[src/design/rals_pkg.sv]
package rals_pkg;
  // register offsets on the serial control bus
  localparam logic [7:0]  ADDR_TARGET     = 8'h07;
  localparam logic [7:0]  ADDR_ALIAS      = 8'h08;
  localparam logic [7:0]  ADDR_CNT_LOW    = 8'h0A;
  localparam logic [7:0]  ADDR_CNT_HIGH   = 8'h0B;
  localparam logic [7:0]  ADDR_STATUS     = 8'h0C;
  // address field sits in bits 7:1, bit 0 reserved
  localparam int          ADDR_FIELD_MSB  = 7;
  localparam int          ADDR_FIELD_LSB  = 1;
  // status bit positions
  localparam int          ST_LINK_LOST    = 4;
  localparam int          ST_SELFTEST_ERR = 3;
  localparam int          ST_CLOCK        = 2;
  localparam int          ST_CRC_ERR      = 1;
  localparam int          ST_LINK         = 0;
  // reset values and counter saturation value
  localparam logic [6:0]  ADDR_RESET      = 7'h00;
  localparam logic [15:0] CNT_RESET       = 16'h0000;
  localparam logic [15:0] CNT_MAX         = 16'hFFFF;
  localparam logic [7:0]  RDATA_RESET     = 8'h00;
  // number of link ports
  localparam int          NUM_PORTS       = 2;
endpackage

[src/design/rals_port_bank.sv]
`timescale 1ns/1ps
////////////////////////////////////////////////////////////////////////////////
// one link port's copy of target, alias, error counter and status flags
module rals_port_bank (
  input  wire logic        clk,
  input  wire logic        resetn,
  input  wire logic        wr_target,          // store write data as target
  input  wire logic        wr_alias,           // store write data as alias
  input  wire logic [6:0]  wdata,              // address field of write data
  input  wire logic        link_detect,        // cable link present, level
  input  wire logic        crc_error,          // normal-mode crc error, pulse
  input  wire logic        selftest_crc_error, // self-test crc error, pulse
  input  wire logic        selftest_restart,   // self-test restart, pulse
  input  wire logic        count_clear,        // counter-reset level
  output logic [6:0]       target,             // remote target address
  output logic [6:0]       alias_addr,         // local alias address
  output logic [15:0]      count,              // back-channel crc error count
  output logic             link_lost,          // sticky link-lost flag
  output logic             selftest_err,       // self-test crc error flag
  output logic             crc_err,            // normal-mode crc error flag
  output logic             link_present        // registered link detect
);
  logic [6:0]  next_target;
  logic [6:0]  next_alias_addr;
  logic [15:0] next_count;
  logic        next_link_lost;
  logic        next_selftest_err;
  logic        next_crc_err;
  logic        link_loss;                      // falling edge of link detect

  ////////////////////////////////////////////////////////////////////////////
  // next-state for the port's registers
  always_comb begin
    link_loss         = link_present & ~link_detect;
    next_target       = wr_target ? wdata : target;
    next_alias_addr   = wr_alias ? wdata : alias_addr;
    next_count        = count;
    // counter is held at zero while the reset level stands
    if (count_clear) begin
      next_count = rals_pkg::CNT_RESET;
    end else if ((crc_error | selftest_crc_error) && count != rals_pkg::CNT_MAX) begin
      next_count = count + 16'h0001;
    end
    // set wins over clear so an event in the clearing cycle is kept
    next_link_lost    = link_loss | (link_lost & ~count_clear);
    next_selftest_err = selftest_crc_error |
                        (selftest_err & ~(link_loss | selftest_restart | count_clear));
    next_crc_err      = crc_error | (crc_err & ~(link_loss | count_clear));
  end

  ////////////////////////////////////////////////////////////////////////////
  // register stage
  always_ff @(posedge clk) begin
    if (!resetn) begin
      target       <= rals_pkg::ADDR_RESET;
      alias_addr   <= rals_pkg::ADDR_RESET;
      count        <= rals_pkg::CNT_RESET;
      link_lost    <= 1'b0;
      selftest_err <= 1'b0;
      crc_err      <= 1'b0;
      link_present <= 1'b0;
    end else begin
      target       <= next_target;
      alias_addr   <= next_alias_addr;
      count        <= next_count;
      link_lost    <= next_link_lost;
      selftest_err <= next_selftest_err;
      crc_err      <= next_crc_err;
      link_present <= link_detect;
    end
  end

  ////////////////////////////////////////////////////////////////////////////
  // checks
  property p_cnt_clear;
    @(posedge clk) disable iff (!resetn) count_clear |=> count == rals_pkg::CNT_RESET;
  endproperty
  a_cnt_clear: assert property (p_cnt_clear) else $error("counter not cleared");

  property p_cnt_inc;
    @(posedge clk) disable iff (!resetn)
      (crc_error || selftest_crc_error) && !count_clear && count != rals_pkg::CNT_MAX
      |=> count == $past(count) + 16'h0001;
  endproperty
  a_cnt_inc: assert property (p_cnt_inc) else $error("counter missed an error");

  property p_cnt_sat;
    @(posedge clk) disable iff (!resetn)
      count == rals_pkg::CNT_MAX && !count_clear |=> count == rals_pkg::CNT_MAX;
  endproperty
  a_cnt_sat: assert property (p_cnt_sat) else $error("counter wrapped");

  property p_link_lost_sticky;
    @(posedge clk) disable iff (!resetn)
      (link_present && !link_detect) ##1 !count_clear [*3] |=> link_lost;
  endproperty
  a_link_lost_sticky: assert property (p_link_lost_sticky) else $error("link lost flag dropped");

  property p_selftest_clear;
    @(posedge clk) disable iff (!resetn)
      !selftest_crc_error && (selftest_restart || count_clear) |=> !selftest_err;
  endproperty
  a_selftest_clear: assert property (p_selftest_clear) else $error("self-test flag not cleared");

  property p_crc_flag;
    @(posedge clk) disable iff (!resetn)
      crc_error |=> crc_err ##0 count != rals_pkg::CNT_RESET || $past(count_clear);
  endproperty
  a_crc_flag: assert property (p_crc_flag) else $error("crc error flag not set");

  property p_link_follow;
    @(posedge clk) disable iff (!resetn) 1'b1 |=> link_present == $past(link_detect);
  endproperty
  a_link_follow: assert property (p_link_follow) else $error("link detect not followed");
endmodule

[src/design/rals_regs.sv]
`timescale 1ns/1ps
////////////////////////////////////////////////////////////////////////////////
module rals_regs (
  input  wire logic        SYS_CLK,             // 200 MHz system clock
  input  wire logic        RESETN,              // synchronous reset, active low
  input  wire logic [7:0]  REG_ADDR,            // register offset
  input  wire logic        REG_WR,              // write strobe, one cycle
  input  wire logic        REG_RD,              // read strobe, one cycle
  input  wire logic [7:0]  REG_WDATA,           // write data
  output logic [7:0]       REG_RDATA,           // read data, valid cycle after strobe
  input  wire logic        CRC_COUNT_RESET,     // counter-reset control bit level
  input  wire logic        SECOND_PORT_SELECT,  // port-select control bit level
  input  wire logic        INPUT_CLOCK_PRESENT, // valid video input clock level
  input  wire logic [1:0]  LINK_DETECT,         // per-port link detect level
  input  wire logic [1:0]  BC_CRC_ERROR,        // per-port normal crc error pulse
  input  wire logic [1:0]  SELFTEST_CRC_ERROR,  // per-port self-test crc error pulse
  input  wire logic [1:0]  SELFTEST_RESTART,    // per-port self-test restart pulse
  input  wire logic        TXN_VALID,           // local transaction address valid
  input  wire logic [6:0]  TXN_ADDR,            // local transaction 7-bit address
  output logic             FWD_VALID,           // forward request, one cycle
  output logic [6:0]       FWD_ADDR,            // remapped remote address
  output logic             FWD_PORT,            // port that forwards it
  output logic             FWD_MISS             // no enabled alias matched, one cycle
);
  localparam int NP = rals_pkg::NUM_PORTS;

  // per-port bank outputs
  logic [6:0]  bank_target [NP];
  logic [6:0]  bank_alias  [NP];
  logic [15:0] bank_count  [NP];
  logic [NP-1:0] bank_link_lost;
  logic [NP-1:0] bank_selftest_err;
  logic [NP-1:0] bank_crc_err;
  logic [NP-1:0] bank_link;
  logic [NP-1:0] wr_target;                     // write to target of a port
  logic [NP-1:0] wr_alias;                      // write to alias of a port
  logic [NP-1:0] port_hit;                      // enabled alias equals request
  logic [NP-1:0] port_enabled;                  // both address fields nonzero

  // next values
  logic [7:0]  next_rdata;
  logic        next_fwd_valid;
  logic [6:0]  next_fwd_addr;
  logic        next_fwd_port;
  logic        next_fwd_miss;
  logic        sel;                             // selected port index

  // helper copies for checks
  logic [6:0]  target0;
  logic [6:0]  alias0;
  logic [6:0]  target1;
  logic [6:0]  alias1;

  ////////////////////////////////////////////////////////////////////////////
  // decode a banked register write for one port
  function automatic logic bank_write(input logic [7:0] addr, input logic [7:0] offset,
                                      input logic sel_bit, input logic port);
    bank_write = (addr == offset) && (sel_bit == port);
  endfunction

  ////////////////////////////////////////////////////////////////////////////
  // per-port register banks and their write and match decode
  genvar gp;
  generate
    for (gp = 0; gp < NP; gp++) begin : g_port
      always_comb begin
        // the port index is cut to one bit on purpose, two ports only
        wr_target[gp]    = REG_WR & bank_write(REG_ADDR, rals_pkg::ADDR_TARGET,
                                               SECOND_PORT_SELECT, 1'(gp));
        wr_alias[gp]     = REG_WR & bank_write(REG_ADDR, rals_pkg::ADDR_ALIAS,
                                               SECOND_PORT_SELECT, 1'(gp));
        // zero in either field disables the remote target
        port_enabled[gp] = (bank_target[gp] != rals_pkg::ADDR_RESET) &&
                           (bank_alias[gp] != rals_pkg::ADDR_RESET);
        port_hit[gp]     = port_enabled[gp] && (bank_alias[gp] == TXN_ADDR);
      end
      rals_port_bank u_bank (
        .clk                (SYS_CLK),
        .resetn             (RESETN),
        .wr_target          (wr_target[gp]),
        .wr_alias           (wr_alias[gp]),
        .wdata              (REG_WDATA[rals_pkg::ADDR_FIELD_MSB:rals_pkg::ADDR_FIELD_LSB]),
        .link_detect        (LINK_DETECT[gp]),
        .crc_error          (BC_CRC_ERROR[gp]),
        .selftest_crc_error (SELFTEST_CRC_ERROR[gp]),
        .selftest_restart   (SELFTEST_RESTART[gp]),
        .count_clear        (CRC_COUNT_RESET),
        .target             (bank_target[gp]),
        .alias_addr         (bank_alias[gp]),
        .count              (bank_count[gp]),
        .link_lost          (bank_link_lost[gp]),
        .selftest_err       (bank_selftest_err[gp]),
        .crc_err            (bank_crc_err[gp]),
        .link_present       (bank_link[gp])
      );
    end
  endgenerate

  assign target0 = bank_target[0];
  assign alias0  = bank_alias[0];
  assign target1 = bank_target[1];
  assign alias1  = bank_alias[1];

  ////////////////////////////////////////////////////////////////////////////
  // read mux; unmapped offsets read zero, reserved bits read zero
  always_comb begin
    sel        = SECOND_PORT_SELECT;
    next_rdata = REG_RDATA;
    if (REG_RD) begin
      next_rdata = rals_pkg::RDATA_RESET;
      unique case (REG_ADDR)
        rals_pkg::ADDR_TARGET: begin
          next_rdata[rals_pkg::ADDR_FIELD_MSB:rals_pkg::ADDR_FIELD_LSB] =
            bank_target[sel];
        end
        rals_pkg::ADDR_ALIAS: begin
          next_rdata[rals_pkg::ADDR_FIELD_MSB:rals_pkg::ADDR_FIELD_LSB] =
            bank_alias[sel];
        end
        rals_pkg::ADDR_CNT_LOW: begin
          next_rdata = bank_count[sel][7:0];
        end
        rals_pkg::ADDR_CNT_HIGH: begin
          next_rdata = bank_count[sel][15:8];
        end
        rals_pkg::ADDR_STATUS: begin
          next_rdata[rals_pkg::ST_LINK_LOST]    = bank_link_lost[sel];
          next_rdata[rals_pkg::ST_SELFTEST_ERR] = bank_selftest_err[sel];
          // clock detect is shared, never banked
          next_rdata[rals_pkg::ST_CLOCK]        = INPUT_CLOCK_PRESENT;
          next_rdata[rals_pkg::ST_CRC_ERR]      = bank_crc_err[sel];
          next_rdata[rals_pkg::ST_LINK]         = bank_link[sel];
        end
        default: begin
          next_rdata = rals_pkg::RDATA_RESET;
        end
      endcase
    end
  end

  ////////////////////////////////////////////////////////////////////////////
  // alias remap; port 0 wins when both aliases match the same address
  always_comb begin
    next_fwd_valid = TXN_VALID & (|port_hit);
    next_fwd_miss  = TXN_VALID & ~(|port_hit);
    next_fwd_port  = FWD_PORT;
    next_fwd_addr  = FWD_ADDR;
    if (TXN_VALID && port_hit[0]) begin
      next_fwd_port = 1'b0;
      next_fwd_addr = bank_target[0];
    end else if (TXN_VALID && port_hit[1]) begin
      next_fwd_port = 1'b1;
      next_fwd_addr = bank_target[1];
    end
  end

  ////////////////////////////////////////////////////////////////////////////
  // output registers
  always_ff @(posedge SYS_CLK) begin
    if (!RESETN) begin
      REG_RDATA <= rals_pkg::RDATA_RESET;
      FWD_VALID <= 1'b0;
      FWD_ADDR  <= rals_pkg::ADDR_RESET;
      FWD_PORT  <= 1'b0;
      FWD_MISS  <= 1'b0;
    end else begin
      REG_RDATA <= next_rdata;
      FWD_VALID <= next_fwd_valid;
      FWD_ADDR  <= next_fwd_addr;
      FWD_PORT  <= next_fwd_port;
      FWD_MISS  <= next_fwd_miss;
    end
  end

  ////////////////////////////////////////////////////////////////////////////
  // checks
  property p_write_target;
    @(posedge SYS_CLK) disable iff (!RESETN)
      REG_WR && REG_ADDR == rals_pkg::ADDR_TARGET && !SECOND_PORT_SELECT
      |=> target0 == $past(REG_WDATA[7:1]);
  endproperty
  a_write_target: assert property (p_write_target) else $error("target not stored");

  property p_write_alias;
    @(posedge SYS_CLK) disable iff (!RESETN)
      REG_WR && REG_ADDR == rals_pkg::ADDR_ALIAS && SECOND_PORT_SELECT
      |=> alias1 == $past(REG_WDATA[7:1]);
  endproperty
  a_write_alias: assert property (p_write_alias) else $error("alias not stored in port 1");

  property p_remap;
    @(posedge SYS_CLK) disable iff (!RESETN)
      TXN_VALID && TXN_ADDR == alias0 && alias0 != 7'h00 && target0 != 7'h00
      |=> FWD_VALID && !FWD_PORT && FWD_ADDR == $past(target0);
  endproperty
  a_remap: assert property (p_remap) else $error("alias not remapped to target");

  property p_refuse_zero;
    @(posedge SYS_CLK) disable iff (!RESETN)
      TXN_VALID && (target0 == 7'h00 || alias0 == 7'h00) &&
      (target1 == 7'h00 || alias1 == 7'h00) |=> !FWD_VALID && FWD_MISS;
  endproperty
  a_refuse_zero: assert property (p_refuse_zero) else $error("forwarded with zero field");

  property p_clock_bit;
    @(posedge SYS_CLK) disable iff (!RESETN)
      REG_RD && REG_ADDR == rals_pkg::ADDR_STATUS
      |=> REG_RDATA[2] == $past(INPUT_CLOCK_PRESENT) && REG_RDATA[7:5] == 3'h0;
  endproperty
  a_clock_bit: assert property (p_clock_bit) else $error("clock detect bit wrong");

  property p_port_bank_read;
    @(posedge SYS_CLK) disable iff (!RESETN)
      REG_RD && REG_ADDR == rals_pkg::ADDR_CNT_HIGH && SECOND_PORT_SELECT
      |=> REG_RDATA == $past(bank_count[1][15:8]);
  endproperty
  a_port_bank_read: assert property (p_port_bank_read) else $error("wrong port read");

  property p_reserved_zero;
    @(posedge SYS_CLK) disable iff (!RESETN)
      REG_RD && (REG_ADDR == rals_pkg::ADDR_TARGET || REG_ADDR == rals_pkg::ADDR_ALIAS)
      |=> !REG_RDATA[0];
  endproperty
  a_reserved_zero: assert property (p_reserved_zero) else $error("reserved bit set");

  property p_reset_holds;
    @(posedge SYS_CLK) disable iff (!RESETN)
      CRC_COUNT_RESET [*2] |-> bank_count[0] == 16'h0000 && bank_count[1] == 16'h0000;
  endproperty
  a_reset_holds: assert property (p_reset_holds) else $error("counter ran under reset");

  c_remap:     cover property (@(posedge SYS_CLK) disable iff (!RESETN) FWD_VALID && FWD_PORT);
  c_link_lost: cover property (@(posedge SYS_CLK) disable iff (!RESETN) bank_link_lost[0]);
  c_count_hi:  cover property (@(posedge SYS_CLK) disable iff (!RESETN) bank_count[1][8]);
endmodule

[config.mk]
export PLATFORM = sky130hd
export DESIGN_NAME = rals_regs
export DESIGN_NICKNAME = d
export VERILOG_FILES = /design/src/design/rals_pkg.sv /design/src/design/rals_port_bank.sv /design/src/design/rals_regs.sv
export SDC_FILE = /design/constraint.sdc
export NUM_CORES = 1
export LEC_CHECK = 0
export ABC_AREA = 1
export BUFFER_PORTS_ARGS = -buffer_cell sky130_fd_sc_hd__buf_2
export CAP_MARGIN = 30
export CORE_MARGIN = 3
export CORE_UTILIZATION = 55
export CTS_BUF_LIST = sky130_fd_sc_hd__clkbuf_4
export CTS_CLUSTER_DIAMETER = 80
export DETAILED_ROUTE_END_ITERATION = 10
export PLACE_DENSITY = 0.88
export SETUP_SLACK_MARGIN = 0.15
export SLEW_MARGIN = 20
export SYNTH_ARGS = -nofsm -noshare
export SYNTH_HDL_FRONTEND = slang
export SYNTH_SLANG_ARGS = --single-unit
export TNS_END_PERCENT = 10
[constraint.sdc]
create_clock -name SYS_CLK -period 3.4 [get_ports SYS_CLK]
set_clock_uncertainty 0.1 [all_clocks]
set_input_delay 0.34 -clock SYS_CLK [delete_from_list [all_inputs] [get_ports SYS_CLK]]
set_output_delay 0.34 -clock SYS_CLK [all_outputs]
set_load 0.01 [all_outputs]
# ---- Word level (Yosys, flattened, before mapping)
# Index checks and enable logic that the tools add are counted.
dict set report totals {
  regBits 86
  inputBits 39
  out_inout_bits 18
  wordCells 113
}
dict set report op_classes {
  reduce_logical 20
  n_eq_ne 9
  n_lt_le_gt_ge 2
  n_mux 22
  n_addsub 2
  n_bitwise 39
}
# operator n
set ops {}
lappend ops {{7-bit two-way mux} 8}
lappend ops {{16-bit two-way mux} 3}
lappend ops {{16-bit by 1-bit adder with 16-bit output (second input constant)} 2}
lappend ops {{8-bit by 4-bit == test with 1-bit output (second input constant)} 4}
lappend ops {{16-bit != test (second input constant)} 2}
lappend ops {{7-bit nonzero test} 4}
lappend ops {{4-bit case mux with 5 select lines} 1}
lappend ops {{1-bit AND} 14}
lappend ops {{7-bit == test} 2}
lappend ops {{1-bit bitwise OR} 14}
lappend ops {{1-bit logical AND} 12}
lappend ops {{3-bit case mux with 4 select lines} 1}
lappend ops {{1-bit inverter} 10}
lappend ops {{8-bit by 3-bit == test with 1-bit output (second input constant)} 1}
lappend ops {{1-bit two-way mux} 8}
lappend ops {{2-bit OR reduction} 3}
lappend ops {{1-bit case mux with 3 select lines} 1}
lappend ops {{2-bit greater-or-equal comparator (second input constant)} 1}
lappend ops {{1-bit by 2-bit less-than comparator with 1-bit output (second input constant)} 1}
lappend ops {{1-bit inverter with 2-bit output} 1}
lappend ops {{2-bit nonzero test} 1}

# ---- Longest topological paths before layout
dict set report logic_depth {
  depth_word 7
  depth_mapped 12
  mapped_depth_nobuf 12
}

# ---- Cells and area by module
# Synthesis repeated with hierarchy kept, for this count alone.
dict set report unflattened {
  hier_cells 860
  hier_area_um2 5196.2
}
# module cells_each seq_area_each_um2 n_inst area_each_um2
set by_module_without_submodules {}
lappend by_module_without_submodules {rals_port_bank 247 680.7 2 1632.8}
lappend by_module_without_submodules {rals_regs 366 360.3 1 1930.6}

# ---- Worst setup path before layout
# Ideal clock, no wire load.
dict set report synth_timing {
  kind {flip-flop to flip-flop}
  startpoint {register g_port[1].u_bank.count[0]}
  endpoint {register g_port[1].u_bank.count[11]}
  path_buffers 1
  t_arrival_ns 1.410
  setup_time_ns 0.112
  required_time_ns 3.188
  slack_ns 1.779
  path_stages_with_launch 12
  period_less_slack_ns 1.621
  path_cell_list {dfxtp_1 ha_1 nand2_1 inv_1 nand2_2 nor2_4 nand3_2 o21ai_4 inv_4 buf_6 a21oi_2 nor2_1}
}
dict set report synth_via {
  elab_chain_len 2
  word_cells_on_any_way 3
  cone_classes {1 x add/sub; 1 x eq/ne; 1 x reduce/logical}
}
# element line_no
set synth_rtl {}
lappend synth_rtl {{start: declaration} rals_port_bank.sv:17} ;# output logic [15:0] count,
lappend synth_rtl {{start signal: assignment} rals_port_bank.sv:57} ;# count <= rals_pkg::CNT_RESET;
lappend synth_rtl {{start signal: assignment} rals_port_bank.sv:65} ;# count <= next_count;
lappend synth_rtl {{parallel branches: the longest is 2 deep, another holds 16-bit by 1-bit adder with 16-bit output} -}
# Parallel ways; which one is timed is not known.
# A chain may end at the register's enable or synchronous reset.

# ---- Worst setup path in the final report
dict set report layout_timing {
  startpoint {register g_port[1].u_bank.count[0]}
  endpoint {register g_port[1].u_bank.count[15]}
}
# The elaborated chain is that of the path after synthesis.

==> flow_metrics.py <==
metrics = {
    "power": {
        "power.internal_mw": 1.22,
        "pwr-share-comb_pct": 8.3,
        "clkPwrFrac_pct": 31.6,
        "p_per_area_nw_per_um2": 321,
        "power.total_mw": 1.71,
        "switching_power_mw": 0.487,
        "ir_worst_vdd_mv": 0.145,
        "p_sw_share_pct": 28.5,
        "power_frac_seq_pct": 60.0,
        "leakage_nw": 2.17,
    },
    "yosys": {
        "synth_most_common_cell": "nand2_1",
        "synth_top_family_by_area": "simple AND/OR/NAND/NOR gates",
        "synthSimpleGateAreaFrac_pct": 35.0,
        "synth_cell_type_count": 39,
        "yosysSeqAreaShare_pct": 35.4,
        "synth_area_leaders": "dfxtp_1 (35%), nand2_1 (17%), a21oi_1 (7.3%)",
        "synth-xor-area-share_pct": 4.50,
        "synth_nets": 790,
        "synth_area_um2": 4870,
        "syn_inst": 749,
        "yosys.area.top_type_share_pct": 35.4,
        "synthAdderAreaFrac_pct": 0.514,
        "synth_mux_area_share_pct": 0.206,
        "yosys.area.top_type": "dfxtp_1",
        "ys_warn_count": 0,
        "async_reset_ff_share_pct": 0,
        "synth-edff-count": 0,
        "ys_seq_elements": 86,
        "synth_area_per_cell_um2": 6.50,
        "synth_ff_type": "dfxtp_1",
        "synth_common_cells": "nand2_1 (214), dfxtp_1 (86), inv_1 (85)",
        "synth-compound-area-share_pct": 14.7,
    },
    "timing": {
        "worst_slew_pin_slew_ps": 749,
        "fin_crit_sh_pct": 57.9,
        "fin_crit_ps": 1970,
        "hold_viol_final": 0,
        "slew_headroom_pct": 50.0,
        "setup_violations": 0,
        "max_freq_mhz": 508,
        "rsz0062_at_grt": "no",
        "tns_ps": 0,
        "setup_slack_ps": 1430,
        "final_max_slew_viol_count": 0,
    },
    "routing": {
        "wirelength_um": 12400,
        "drtAntennaViolNets": 0,
        "dr.first_iter.drc_count": 486,
        "vias": 4979,
        "via_per_inst": 5.49,
        "drc_errors": 0,
        "wl_per_cell_um": 13.7,
        "drtPass1Iterations": 6,
    },
    "placed_design": {
        "place.gp.congestion": 0.907,
        "port_buffers": 55,
        "dpl.hpwl_um": 9270,
        "place_ws_ps": 1290,
    },
    "clock_network": {
        "clk_latency_ps": 440,
        "post_cts_buffers": 0,
        "cts_tree": "yes",
        "h-tree-depth": 3,
        "clock_path_buffers": 2,
        "numCtsBuffers": 9,
        "root_buffer": "clkbuf_4",
        "ctsResizeCount": 0,
        "hold_buffers": 2,
        "clk_pin_slew_ps": 140,
        "clock_sinks": 86,
    },
    "die": {
        "die_area_um2": 10000,
        "die_h_um": 100,
        "core_um2": 8420,
        "die-width_um": 100,
        "core.rowCount": 33,
        "num_io_pins": 57,
        "initial_core_util_pct": 57.8,
    },
    "outcome": {
        "status": "finished clean",
    },
    "job": {
        "drv_cap": 0,
    },
    "layout": {
        "nFillCells": 778,
        "diodes": 0,
        "layout-drive-gt1-share_pct": 12.5,
        "multiInputGateArea_um2": 2670,
        "finalNetCount": 838,
        "post-route-util_pct": 63.1,
        "seq_area_um2": 1720,
        "area_delta_synth_final_pct": 9.23,
    },
    "global_routing": {
        "grt_max_degree": 44,
        "antenna_found_initial": 0,
        "grt_pass1_wl_um": 20600,
        "grt-ovfl-total": 0,
        "grtUsageTotal_pct": 25.4,
        "grt_pass1_vias": 4521,
    },
    "critical_path": {
        "crit_fanout": 16,
        "rr_startpoint": "g_port[1].u_bank.count[0]",
        "start_kind": "flip-flop",
        "cp.required_ps": 3620,
        "end_kind": "flip-flop",
        "crit_arrival_ps": 2190,
        "criticalPathCategory": "reg2reg",
        "startpoint": "g_port[1].u_bank.count[0]",
    },
    "worst_hold_path": {
        "min_from": "SELFTEST_CRC_ERROR[0]",
        "hold_path_class": "in2reg",
    },
}
==> worst paths after layout <==
| path | cells after the start | slack, ps | end |
|---|---|---|---|
| setup / recovery | 12 | 1430 | g_port[1].u_bank.count[15] |
| hold reg to reg | 2 | 370 | FWD_PORT |
| hold / removal | 3 | 20 | g_port[0].u_bank.selftest_err |
| setup reg to reg | 12 | 1430 | g_port[1].u_bank.count[15] |
==> power by group through the flow <==
stage	logic, mW	registers (mW)	clock network [mW]
after floorplan	0.0854	1.04	0
after global placement	0.133	1.04	0
after detailed placement	0.137	1.05	0
after CTS	0.139	1.02	0.551
after global routing	0.157	1.02	0.589
final	0.142	1.02	0.540
==> metrics by stage <==
stage,hold slack [ps],cells,instance area (µm²)
global placement,336,889,5170
CTS,9.80,907,5320
floorplan,338,749,4870
detailed placement,355,889,5170
finish,21.3,907,5320
global route,29.5,907,5320
==> flip-flops by register name, summed over array words and instances (netlist names) <==
register and cells:
FWD_ADDR 7, FWD_MISS 1, FWD_PORT 1, FWD_VALID 1, REG_RDATA 8, g_port.u_bank.alias_addr 14
g_port.u_bank.count 32, g_port.u_bank.crc_err 2, g_port.u_bank.link_lost 2, g_port.u_bank.link_present 2, g_port.u_bank.selftest_err 2, g_port.u_bank.target 14
==> critical path, cell delays in order (launching register included) <==
cell,delay (ps)
dfxtp_1,430
ha_1,210
nand2_1,80
inv_1,90
nand2_2,100
nor2_4,140
nand3_2,110
o21ai_4,200
inv_4,170
nand2_1,90
nand2_1,50
nand2_1,50
nor2_1,30
==> metal layers <==
metal | vias to the layer above | global-route usage (%) | share of wire [%]
li1 | 2509 | - | -
met2 | 232 | 39.9 | 45
met4 | 0 | 11.2 | 2.5
met1 | 2206 | 35.1 | 43
met5 | - | 0 | 0
met3 | 32 | 3.20 | 8.9
==> cells in the final DEF (no fill, tap or decap), types with 7 or more instances in the layout <==
cell and n:
nand2_1 214, dfxtp_1 86, inv_1 85, a21oi_1 71, nor2_1 66, o21ai_0 56, buf_2 55, nand3_1 53
xor2_1 18, nand4_1 15, nor3_1 15, clkbuf_4 9, xnor2_1 7
==> kinds of logic after synthesis <==
logic type	count (synthesis)
xor gates and xnor gates	25
adders and majority gates	2
and+or+nand+nor	384
AOI/OAI and AO/OA	137
buffers and inverters	114
DFF	86
muxes	1
==> cell type report <==
cell class,count,area share (%)
flip-flops and latches,86,32.4
inverters,90,6.40
repair buffers,61,6.12
clock buffers,9,1.27
multi-input cells,549,50.2
clock inverters,7,1.11
well taps,105,2.47
Note: power is estimated with default switching activity, not from simulation.
